<file path="src/hdl/cmc_pkg.sv">
// Package with constants and carrier types for the charge mode control block
package cmc_pkg;

  // AHB-Lite register byte offsets
  localparam logic [7:0] CMC_OFF_CTRL   = 8'h00;
  localparam logic [7:0] CMC_OFF_STATUS = 8'h04;
  localparam logic [7:0] CMC_OFF_IRQ    = 8'h08;
  localparam logic [7:0] CMC_OFF_MASK   = 8'h0C;
  localparam logic [7:0] CMC_OFF_LIMIT  = 8'h10;
  localparam logic [7:0] CMC_OFF_TIMER  = 8'h14;

  // Control register reset value and field positions
  localparam logic [31:0] CMC_CTRL_RST     = 32'h0000_0000;
  localparam int          CMC_CTRL_SLOPE_EN = 0;

  // Interrupt event bit positions
  localparam int CMC_EV_TRICKLE  = 0;
  localparam int CMC_EV_FULL     = 1;
  localparam int CMC_EV_OVERTEMP = 2;
  localparam int CMC_EV_TIMEOUT  = 3;
  localparam int CMC_EV_RESETP   = 4;
  localparam int CMC_EV_W        = 5;

  // Nominal time figures
  localparam int CMC_CLK_HZ       = 25_000_000;
  localparam int CMC_HOLDOFF_S    = 160;
  localparam int CMC_MINUTE_S     = 60;
  // One-second prescaler count derived from the clock rate
  localparam int CMC_SEC_CYCLES   = CMC_CLK_HZ;

  // Time limits in minutes, index is {low_ref, sense, high_ref}
  localparam logic [8:0] CMC_LIM_111 = 9'd283;
  localparam logic [8:0] CMC_LIM_110 = 9'd247;
  localparam logic [8:0] CMC_LIM_101 = 9'd212;
  localparam logic [8:0] CMC_LIM_100 = 9'd177;
  localparam logic [8:0] CMC_LIM_011 = 9'd141;
  localparam logic [8:0] CMC_LIM_010 = 9'd106;
  localparam logic [8:0] CMC_LIM_001 = 9'd71;

  // Raw comparator results from the analog front end
  typedef struct packed {
    logic sense_low;     // sense below lower threshold
    logic sense_high;    // sense above upper threshold
    logic neg_slope;     // one less-than-peak sample event
    logic prog_low_ref;  // programming inputs, open reads 1
    logic prog_sense;
    logic prog_high_ref;
    logic under_temp;
    logic over_temp;
    logic uvlo;          // supply undervoltage lockout
  } cmc_comp_t;

endpackage

</file>
<file path="src/hdl/cmc_top.sv">
// Charge mode control: fast/trickle decision with AHB-Lite status registers
// Notes on behaviour
// - Fast charge selected right after power-up, before any condition acts.
// - Trickle shown by driving the rate output low; full charge latches it.
// - All three programming inputs low selects temperature mode, timer off.
// - Time mode decodes low_ref,sense,high_ref into 283..71 minute limit.
// - In temperature mode, under temperature forces trickle only while present, no latch.
// - In temperature mode, over temperature sets a latch that keeps trickle after cooling.
// - Over temperature latch cleared by window entry or supply recovery pulse, and held clear during lockout.
// - Window entry pulses reset to timer and latches; fast follows if backup, sense and supply allow.
// - Sense outside window holds trickle.
// - After holdoff, two consecutive slope events in window latch trickle.
// - Timer past selected limit latches trickle until a reset pulse.
// - Fast only when backup, sense and supply are all within range.
// - Undervoltage lockout holds trickle and keeps timer and latch reset.
// - Sense below lower threshold resets slope detection each time.
//
// Implementation choices: the placing of the registers and the AHB-Lite interface to the registers.
`timescale 1ns/1ps
module cmc_top #(
  parameter int SEC_CYCLES = cmc_pkg::CMC_SEC_CYCLES,
  parameter int HOLDOFF_S  = cmc_pkg::CMC_HOLDOFF_S
) (
  input  wire logic              hclk,
  input  wire logic              hresetn,
  input  wire logic              hsel,
  input  wire logic [31:0]       haddr,
  input  wire logic [1:0]        htrans,
  input  wire logic              hwrite,
  input  wire logic [2:0]        hsize,
  input  wire logic [31:0]       hwdata,
  input  wire logic              hready,
  output logic      [31:0]       hrdata,
  output logic                   hreadyout,
  output logic                   hresp,
  input  wire cmc_pkg::cmc_comp_t comp_raw,
  output logic                   fast_mode,
  output logic                   irq
);

  cmc_pkg::cmc_comp_t comp;

  cmc_sync #(
    .W ($bits(cmc_pkg::cmc_comp_t))
  ) u_sync (
    .hclk    (hclk),
    .hresetn (hresetn),
    .d       (comp_raw),
    .q       (comp)
  );

  // Decode of window, mode and reset pulses
  logic in_window;
  logic in_window_d;
  logic uvlo_d;
  logic slope_d;
  logic reset_pulse;
  logic temp_mode;
  logic [2:0] prog_code;
  logic [8:0] limit_min;

  assign in_window   = !comp.sense_low && !comp.sense_high;
  assign temp_mode   = !(comp.prog_low_ref || comp.prog_sense || comp.prog_high_ref);
  assign prog_code   = {comp.prog_low_ref, comp.prog_sense, comp.prog_high_ref};
  // Pulse on window entry or supply recovery, one cycle wide
  assign reset_pulse = (in_window && !in_window_d) || (!comp.uvlo && uvlo_d);

  always_comb
  begin
    unique case (prog_code)
      3'b111:  limit_min = cmc_pkg::CMC_LIM_111;
      3'b110:  limit_min = cmc_pkg::CMC_LIM_110;
      3'b101:  limit_min = cmc_pkg::CMC_LIM_101;
      3'b100:  limit_min = cmc_pkg::CMC_LIM_100;
      3'b011:  limit_min = cmc_pkg::CMC_LIM_011;
      3'b010:  limit_min = cmc_pkg::CMC_LIM_010;
      3'b001:  limit_min = cmc_pkg::CMC_LIM_001;
      default: limit_min = 9'h1FF; // Temperature mode, never reached
    endcase
  end

  // Reset state treats window and supply as good, so power-up stays fast
  always_ff @(posedge hclk or negedge hresetn)
  begin
    if (!hresetn)
    begin
      in_window_d <= 1'b1;
      uvlo_d      <= 1'b0;
      slope_d     <= 1'b0;
    end
    else
    begin
      in_window_d <= in_window;
      uvlo_d      <= comp.uvlo;
      slope_d     <= comp.neg_slope;
    end
  end

  // Timebase: seconds prescaler, minute count, holdoff count
  logic [31:0] pre_cnt;
  logic        sec_tick;
  logic [5:0]  sec_in_min;
  logic [8:0]  minutes;
  logic [15:0] fast_secs;
  logic        timer_clr;
  logic        holdoff_done;
  logic        ctrl_slope_en;

  assign sec_tick     = (pre_cnt == 32'(SEC_CYCLES - 1));
  assign timer_clr    = reset_pulse || comp.uvlo;
  assign holdoff_done = (fast_secs >= 16'(HOLDOFF_S));

  always_ff @(posedge hclk or negedge hresetn)
  begin
    if (!hresetn)
      pre_cnt <= 32'h0000_0000;
    else if (sec_tick)
      pre_cnt <= 32'h0000_0000;
    else
      pre_cnt <= pre_cnt + 32'h0000_0001;
  end

  // Backup timer counts fast-charge minutes in time mode
  always_ff @(posedge hclk or negedge hresetn)
  begin
    if (!hresetn)
    begin
      sec_in_min <= 6'h00;
      minutes    <= 9'h000;
    end
    else if (timer_clr || temp_mode)
    begin
      sec_in_min <= 6'h00;
      minutes    <= 9'h000;
    end
    else if (sec_tick && fast_mode && minutes != 9'h1FF)
    begin
      if (sec_in_min == 6'(cmc_pkg::CMC_MINUTE_S - 1))
      begin
        sec_in_min <= 6'h00;
        minutes    <= minutes + 9'h001;
      end
      else
        sec_in_min <= sec_in_min + 6'h01;
    end
  end

  // Holdoff seconds spent in fast mode; saturates
  always_ff @(posedge hclk or negedge hresetn)
  begin
    if (!hresetn)
      fast_secs <= 16'h0000;
    else if (reset_pulse || comp.uvlo)
      fast_secs <= 16'h0000;
    else if (sec_tick && fast_mode && !holdoff_done)
      fast_secs <= fast_secs + 16'h0001;
  end

  // Trickle latches and slope detector
  logic       ot_latch;
  logic       full_latch;
  logic       time_latch;
  logic [1:0] slope_cnt;
  logic       slope_ev;

  assign slope_ev = comp.neg_slope && !slope_d && in_window && ctrl_slope_en;

  always_ff @(posedge hclk or negedge hresetn)
  begin
    if (!hresetn)
      slope_cnt <= 2'h0;
    else if (comp.sense_low || reset_pulse)
      slope_cnt <= 2'h0;
    else if (slope_ev && slope_cnt != 2'h2)
      slope_cnt <= slope_cnt + 2'h1;
  end

  always_ff @(posedge hclk or negedge hresetn)
  begin
    if (!hresetn)
    begin
      ot_latch   <= 1'b0;
      full_latch <= 1'b0;
      time_latch <= 1'b0;
    end
    else
    begin
      // Lockout holds the latch in reset; a pulse clears it
      if (comp.uvlo || reset_pulse)
        ot_latch <= 1'b0;
      else if (temp_mode && comp.over_temp)
        ot_latch <= 1'b1;
      if (reset_pulse)
        full_latch <= 1'b0;
      else if (slope_cnt == 2'h2 && holdoff_done && in_window)
        full_latch <= 1'b1;
      if (timer_clr || temp_mode)
        time_latch <= 1'b0;
      else if (minutes > limit_min)
        time_latch <= 1'b1;
    end
  end

  logic next_fast;
  logic backup_ok;

  assign backup_ok = temp_mode ? (!comp.under_temp && !ot_latch && !comp.over_temp)
                               : !time_latch;
  assign next_fast = backup_ok && in_window && !comp.uvlo && !full_latch;

  always_ff @(posedge hclk or negedge hresetn)
  begin
    if (!hresetn)
      fast_mode <= 1'b1;
    else
      fast_mode <= next_fast;
  end

  // Interrupt events
  logic [cmc_pkg::CMC_EV_W-1:0] events;
  logic [cmc_pkg::CMC_EV_W-1:0] irq_stat;
  logic [cmc_pkg::CMC_EV_W-1:0] irq_mask;
  logic [cmc_pkg::CMC_EV_W-1:0] w1c;

  assign events[cmc_pkg::CMC_EV_TRICKLE]  = fast_mode && !next_fast;
  assign events[cmc_pkg::CMC_EV_FULL]     = slope_cnt == 2'h2 && holdoff_done && !full_latch
                                            && in_window && !reset_pulse;
  assign events[cmc_pkg::CMC_EV_OVERTEMP] = temp_mode && comp.over_temp && !ot_latch
                                            && !comp.uvlo && !reset_pulse;
  assign events[cmc_pkg::CMC_EV_TIMEOUT]  = !time_latch && !timer_clr && !temp_mode
                                            && minutes > limit_min;
  assign events[cmc_pkg::CMC_EV_RESETP]   = reset_pulse;
  assign irq = |(irq_stat & irq_mask);

  // AHB-Lite slave: zero wait, OKAY only
  logic        dp_write;
  logic        dp_read;
  logic [7:0]  dp_addr;
  logic        ap_valid;
  logic [31:0] ctrl;
  logic [31:0] rd_mux;
  logic [31:0] status_word;

  assign ap_valid  = hsel && htrans[1] && hready;
  assign hreadyout = 1'b1;
  assign hresp     = 1'b0;
  assign ctrl_slope_en = ctrl[cmc_pkg::CMC_CTRL_SLOPE_EN] == 1'b0;
  assign w1c = (dp_write && dp_addr == cmc_pkg::CMC_OFF_IRQ)
               ? hwdata[cmc_pkg::CMC_EV_W-1:0] : '0;
  assign status_word = {24'h000000, 2'h0, temp_mode, comp.uvlo, time_latch,
                        full_latch, ot_latch, fast_mode};

  always_comb
  begin
    unique case (dp_addr)
      cmc_pkg::CMC_OFF_CTRL:   rd_mux = ctrl;
      cmc_pkg::CMC_OFF_STATUS: rd_mux = status_word;
      cmc_pkg::CMC_OFF_IRQ:    rd_mux = {27'h0, irq_stat};
      cmc_pkg::CMC_OFF_MASK:   rd_mux = {27'h0, irq_mask};
      cmc_pkg::CMC_OFF_LIMIT:  rd_mux = {23'h0, limit_min};
      cmc_pkg::CMC_OFF_TIMER:  rd_mux = {23'h0, minutes};
      default:                 rd_mux = 32'h0000_0000;
    endcase
  end

  assign hrdata = dp_read ? rd_mux : 32'h0000_0000;

  always_ff @(posedge hclk or negedge hresetn)
  begin
    if (!hresetn)
    begin
      dp_write <= 1'b0;
      dp_read  <= 1'b0;
      dp_addr  <= 8'h00;
    end
    else
    begin
      dp_write <= ap_valid && hwrite;
      dp_read  <= ap_valid && !hwrite;
      dp_addr  <= ap_valid ? haddr[7:0] : dp_addr;
    end
  end

  always_ff @(posedge hclk or negedge hresetn)
  begin
    if (!hresetn)
    begin
      ctrl     <= cmc_pkg::CMC_CTRL_RST;
      irq_mask <= '0;
      irq_stat <= '0;
    end
    else
    begin
      if (dp_write && dp_addr == cmc_pkg::CMC_OFF_CTRL)
        ctrl <= hwdata;
      if (dp_write && dp_addr == cmc_pkg::CMC_OFF_MASK)
        irq_mask <= hwdata[cmc_pkg::CMC_EV_W-1:0];
      // New events win over a same-cycle clear
      irq_stat <= (irq_stat & ~w1c) | events;
    end
  end

endmodule

</file>
<file path="src/hdl/cmc_sync.sv">
// Two-flop synchroniser bank for comparator levels
`timescale 1ns/1ps
module cmc_sync #(
  parameter int W = 9
) (
  input  wire logic         hclk,
  input  wire logic         hresetn,
  input  wire logic [W-1:0] d,
  output logic      [W-1:0] q
);

  logic [W-1:0] meta;

  // First stage feeds only the second stage
  genvar i;
  generate
    for (i = 0; i < W; i++)
    begin : g_bit
      always_ff @(posedge hclk or negedge hresetn)
      begin
        if (!hresetn)
        begin
          meta[i] <= 1'b0;
          q[i]    <= 1'b0;
        end
        else
        begin
          meta[i] <= d[i];
          q[i]    <= meta[i];
        end
      end
    end
  endgenerate

endmodule

</file>
<file path="config.mk">
export PLATFORM = sky130hd
export DESIGN_NAME = cmc_top
export DESIGN_NICKNAME = d
export VERILOG_FILES = /design/src/hdl/cmc_pkg.sv /design/src/hdl/cmc_top.sv /design/src/hdl/cmc_sync.sv
export SDC_FILE = /design/constraint.sdc
export NUM_CORES = 1
export LEC_CHECK = 0
export BUFFER_PORTS_ARGS = -buffer_cell sky130_fd_sc_hd__buf_4
export CELL_PAD_IN_SITES_DETAIL_PLACEMENT = 1
export CELL_PAD_IN_SITES_GLOBAL_PLACEMENT = 2
export CORE_ASPECT_RATIO = 1.1
export CORE_MARGIN = 4
export CORE_UTILIZATION = 36
export DETAILED_ROUTE_END_ITERATION = 6
export GPL_ROUTABILITY_DRIVEN = 1
export GPL_TIMING_DRIVEN = 0
export MAX_ROUTING_LAYER = met4
export PLACE_DENSITY = 0.87
export SYNTH_ARGS = -nofsm -noshare
export SYNTH_HDL_FRONTEND = slang
export SYNTH_SLANG_ARGS = --single-unit
</file>
<file path="constraint.sdc">
create_clock -name hclk -period 3.2 [get_ports hclk]
set_clock_uncertainty 0.15 [all_clocks]
set_input_delay 0.64 -clock hclk [delete_from_list [all_inputs] [get_ports hclk]]
set_output_delay 0.64 -clock hclk [all_outputs]
set_load 0.05 [all_outputs]
</file>
# Word level (Yosys, flattened, before mapping)
# Cells that the tools add are included.
# classes
n_addsub	5
magnitude_cmp	2
n_eq_ne	17
n_mux	22
bitwise_logic	5
reduce_logical	67
# ops
op	count
$pmux W32 S6	1
$mux W32	2
$pmux W9 S7	1
$logic_and A1 B1 Y1	35
$add A32 B1 Y32 const B	1
$eq A32 B25 Y1 const B	1
$mux W16	2
$mux W9	3
$mux W6	3
$add A16 B1 Y16 const B	1
$eq A8 B4 Y1 const B	2
$eq A8 B5 Y1 const B	2
$ge A16 B8 Y1 const B	1
$logic_not A1 Y1	16
$reduce_bool A2 Y1	7
$eq A3 B3 Y1 const B	4
$and A5 B5 Y5	2
$add A9 B1 Y9 const B	1
$gt A9 B9 Y1	1
$ne A9 B9 Y1 const B	1
$eq A8 B3 Y1 const B	1
$logic_not A8 Y1	1
$mux W1	7
$add A6 B1 Y6 const B	1
other kinds (14)	21
# word_totals
reg_bits	142
input_bits	83
output_inout_bits	36
elab_cells	154

# Longest topological paths before layout
# depth
depth_word	10
mapped_depth	11
mapped_depth_nobuf	10

# Hierarchy
# A second synthesis with hierarchy kept.
# hier_totals
cells_unflattened	630
hier_area_um2	6982.9
# by_module_without_submodules
mod	instances	cells_per_inst	area_per_inst_um2	seq_area_each_um2
cmc_top	1	612	6532.5	3105.5
cmc_sync	1	18	450.4	450.4

# Least setup slack after synthesis
# No wires, ideal clock.
# synth_timing
path_type	register to output
start	reg dp_addr[1]
end	out hrdata[7]
arrival_ns	2.542
t_required_ns	2.410
setup_slack_ns	-0.132
path_stages_with_launch	7
path_buffers	1
path_cell_list	dfrtp_1 > or4_1 > nor3_2 > and2_1 > clkbuf_1 > nand2_1 > a31oi_1
# synth_between
elab_chain_cells	3
word_cells_on_any_way	8
cone_classes	eq/ne (5); mux (2); reduce/logical (1)
# synth_rtl
element	line_no	source
start, declared	cmc_top.sv:238	logic [7:0] dp_addr;
start signal, assigned	cmc_top.sv:280	dp_addr <= ap_valid ? haddr[7:0] : dp_addr;
$eq A8 B5 Y1 (tied with other cells)	cmc_top.sv:255	unique case (dp_addr)
$pmux W32 S6 *	cmc_top.sv:255	
$mux W32 *	cmc_top.sv:266	assign hrdata = dp_read ? rd_mux : 32'h0000_0000;
end, declared	cmc_top.sv:33	output logic [31:0] hrdata,
# Every way passes the cells marked *; elsewhere a longest branch is shown, timed or not.

# Worst setup path in the final report
# layout_timing
start	reg dp_addr[1]
end	out hrdata[1]
# The elaborated chain is that of the path after synthesis.

==> reports/summary.md <==
IR analysis of the VDD net gives a maximum drop of 0.370 mV. The part of the power in combinational logic is 0.073, and the die extent in y is 152 um. The die outline width came out at 139 um. The detailed-route vias per instance was 5.32.

STA classifies the critical path endpoint as an output pin. The number of optimization iterations in the first detailed-route pass was 4; the number of buffer cells added on primary ports was 88. The number of warnings reported in the yosys synthesis log was 0.

Startpoint-to-endpoint class of the critical path: reg2out. The die covers 21,100 sq um. Wire length per cell after detailed routing: 18.0 um. Cell family with the largest share of critical-path delay: simple AND/OR/NAND/NOR gates. The number of nets with antenna violations after detailed routing is 0, and the fraction of the mapped netlist area in simple logic gates is 0.201. The final layout contains 834 nets. After clock tree synthesis, the clock-pin slew on the worst setup and hold paths is 0.06 ns. Mux cell area share after synthesis: 0.0986. Counting the fill cells in the layout gives 2,062. The run gives 724 as the net count after synthesis. The tools report the number of global-route vias before repair as 5,755. Transition at the pin with the smallest max-transition slack: 1.01 ns.

In the layout the commonest cells are dfrtp_1, buf_4, nand2_1. The tools report the number of distinct library cells after synthesis as 53. The average instance in the mapped netlist occupies 10.9 sq um. Cell type with the largest total area after synthesis: dfrtp_1. Timing would allow up to 317 MHz.

The run gives 0.367 as the initial core utilization. Traced cell by cell, the critical path runs through or4_4 > nor2_4 > and4b_2 > a22oi_1 > a21oi_2 > buf_6. The worst setup path is launched from a flop.

The top cell type's share of synthesized area was 0.516; the fraction of power spent switching nets was 0.231. The analysis attributes to cell leakage a power of 3.84 nW. Row count: 52. The synthesized netlist occupies a cell area of 6790 sq um. TritonCTS built the clock tree. Total instance count after detailed placement: 957. The synthesized design contains 0 enable-type register cells. The number of max-cap violations is 0.

The post-synthesis share of cell area spent on xor and xnor gates is 0.0400, and the number of levels in the clock H-tree is 4. The required time at the worst-slack endpoint was 2.41 ns; the number of max-slew violations in the final report was 0. The adder-cell area share of the yosys netlist is 0.0295, and the maximum fanout encountered on the critical timing path is 5. Summed over all nets, the half-perimeter wirelength after detailed placement is 12.5 mm.

The setup violation total in the final timing report came out at 0. The cell depth of the worst flop-to-flop path was 11; the initial antenna violation count was 0. OpenSTA, run right after detailed placement, puts the worst setup slack at -0.155 ns. The share of layout cells above drive strength 1 came out at 0.273. Type of the tightest min-delay check: in2async. The sequential area share after synthesis was 0.524; the number of DRC markers after the initial detailed-route iteration was 314.

The number of diodes is 0, and the internal portion of total power is 3.37 mW. The tools report the total negative slack as 0 ns. The logs give 0.0499 ns for the worst setup slack after layout and 0.318 for the worst slew slack as a fraction of its limit.

The ratio of final minimum period to clock period was 0.984. The overflow left after global routing is 0. The portion of total power attributed to sequential cells is 0.443, and the clock sink count is 142. The cell count after synthesis came out at 625. The run finished with clean final reports. The wire length of the first global-routing pass was 30.1 mm.

The logs give 0 for the final count of hold timing violations and 0.178 for the all-layer global routing usage. Setup repair after global routing could not meet its margin everywhere. By area the synthesized netlist is led by dfrtp_1, mux2_2, and3_1, ha_1, xor2_1.

The placeable core region is 18,500 sq um, and the via total after detailed routing is 5,274. For the maximum number of buffers from clock root to sink, the log shows 2. On the critical path, the stage with the largest delay is an instance of or4_4. The buffer type at the clock tree root is clkbuf_16. Among all flip-flop cells after synthesis, the most frequent one is dfrtp_1. Worst hold slack: 0.0657 ns. TritonCTS created 17 clock buffers.

The logs give 0.465 for the final design utilization and 119 for the boundary pin count. Compared with the post-synthesis result, the final layout area differs by 26.6%. For the total net switching power, the log shows 1.01 mW.

For the final weighted congestion in routability-driven placement, the log shows 0.851. Dominant combinational cell family by area after synthesis: simple AND/OR/NAND/NOR gates. The clock latency at the later pin of the worst-skew pair was 0.43 ns.

The biggest cell delay along the critical path is 0.58 ns, and the pin count of the biggest net entering global routing is 74. After synthesis the netlist holds a flip-flop and latch count of 142. The fraction of the mapped netlist area in compound gates is 0.0759. Counting buffers and inverters, the worst setup path is 6 cells deep. The relative contribution of the clock network to total power came out at 0.484. The share of flip-flops with an asynchronous set or reset is 1.00, and the overall routed net length is 17.9 mm. For the finished layout, the period the worst path requires is 3.15 ns. Buffers plus inverters on the worst setup path: 1.

For this run, design rule violations remaining after detail routing come to 0. Power per unit of standard cell area: 509 nW/um^2. The data arrival time of the critical path is 2.36 ns, and the non-filler instance count after layout is 991. Commonest non-fill, non-tap cell in the layout: dfrtp_1.
final cells by class:
class                      count  area [sq um]  area share
sequential                   142          3560       0.414
multi-input combinational    434          3140       0.366
timing repair buffer          93           763      0.0888
clock buffer                  20           447      0.0520
tap                          243           304      0.0354
clock inverter                12           184      0.0214
buffer                        30           135      0.0157
inverter                      17          63.8     0.00742
power by group through the flow:
stage,Clock [mW],Combinational [mW],Sequential [mW]
after floorplan,0,0.173,1.94
after global placement,0,0.299,1.95
after detailed placement,0,0.317,1.96
after CTS,2.17,0.318,1.94
after global routing,2.26,0.353,1.95
final,2.12,0.320,1.94
per-stage QoR:
stage	power [mW]	area (sq um)
floorplan	2.11	6820
global placement	2.25	7780
detailed placement	2.27	7820
CTS	4.43	8500
global route	4.56	8590
finish	4.38	8590
what timing repair did:
| action | CTS | global route |
|---|---|---|
| endpoints found under the hold margin | 0 | 0 |
| hold buffers | 0 | 0 |
| gates cloned | 1 | 1 |
| endpoints found under the setup margin | 32 | 31 |
| buffers inserted | 1 | 3 |
| pin swaps | 1 | 8 |
| gates resized for setup | 16 | 20 |
final timing paths:
kind                                     start        endpoint  slack [ns]
worst max-delay path                dp_addr[1]       hrdata[1]        0.05
worst max register to register      minutes[2]      minutes[6]        0.14
max in group asynchronous              hresetn     in_window_d        2.03
min in group hclk                  comp_raw[0]  u_sync.meta[0]        0.17
worst min-delay path                   hresetn     u_sync.q[4]        0.07
worst min register to register  u_sync.meta[2]     u_sync.q[2]        0.20
synthesized netlist by cell type, drive strengths merged (2+ instances only):
library cell  instances
a21o                  5
a21oi                28
a222oi                2
a22oi                 7
and2                 13
and3                 35
and4                  8
buf                   9
clkbuf               25
conb                  2
dfrtp               140
dfstp                 2
ha                   16
inv                  17
mux2                 45
mux2i                 5
mux4                  5
nand2                46
nand2b                7
nand3                24
nand3b                5
nand4                17
nand4b                3
nor2                 34
nor2b                 5
nor3                 16
nor4                  8
nor4b                 2
o211ai                2
o21ai                14
o22ai                 2
o31ai                10
o41ai                 4
or2                   3
or3                   7
or4                  11
xnor2                11
xor2                 20
routing by layer:
layer	GRT usage	vias up	part of all wire
li1	-	2475	-
met1	0.219	2671	0.44
met2	0.290	101	0.51
met3	0.0390	27	0.037
met4	0.0624	0	0.018
met5	-	-	0
sequential cells by signal (all words and copies together) (netlist names), 2 cells and up:
register     count
ctrl            32
pre_cnt         32
fast_secs       16
minutes          9
u_sync.meta      9
u_sync.q         9
dp_addr          8
sec_in_min       6
irq_mask         5
irq_stat         5
slope_cnt        2
logic make-up (layout without fill, tap and decap cells):
logic type / count (synthesis) / in the layout
xor gates and xnor gates: 31 / 31
and+or+nand+nor: 247 / 249
adders and majority gates: 16 / 16
muxes: 55 / 55
buffers and inverters: 51 / 172
other: 2 / 2
AOI/OAI and AO/OA: 81 / 81
DFF: 142 / 142
worst reg2reg max path: stages, from the launching register on:
cell and delay, ns:
dfrtp_1 0.48, and3_1 0.23, and2_1 0.17, nand2_1 0.09
nor2_1 0.06, ha_1 0.19, nor2b_1 0.13, nand4_1 0.24
or2_2 0.42, clkbuf_1 0.24, or4_1 0.44, a21oi_1 0.15
No activity file was read; power rests on OpenSTA's default activity.
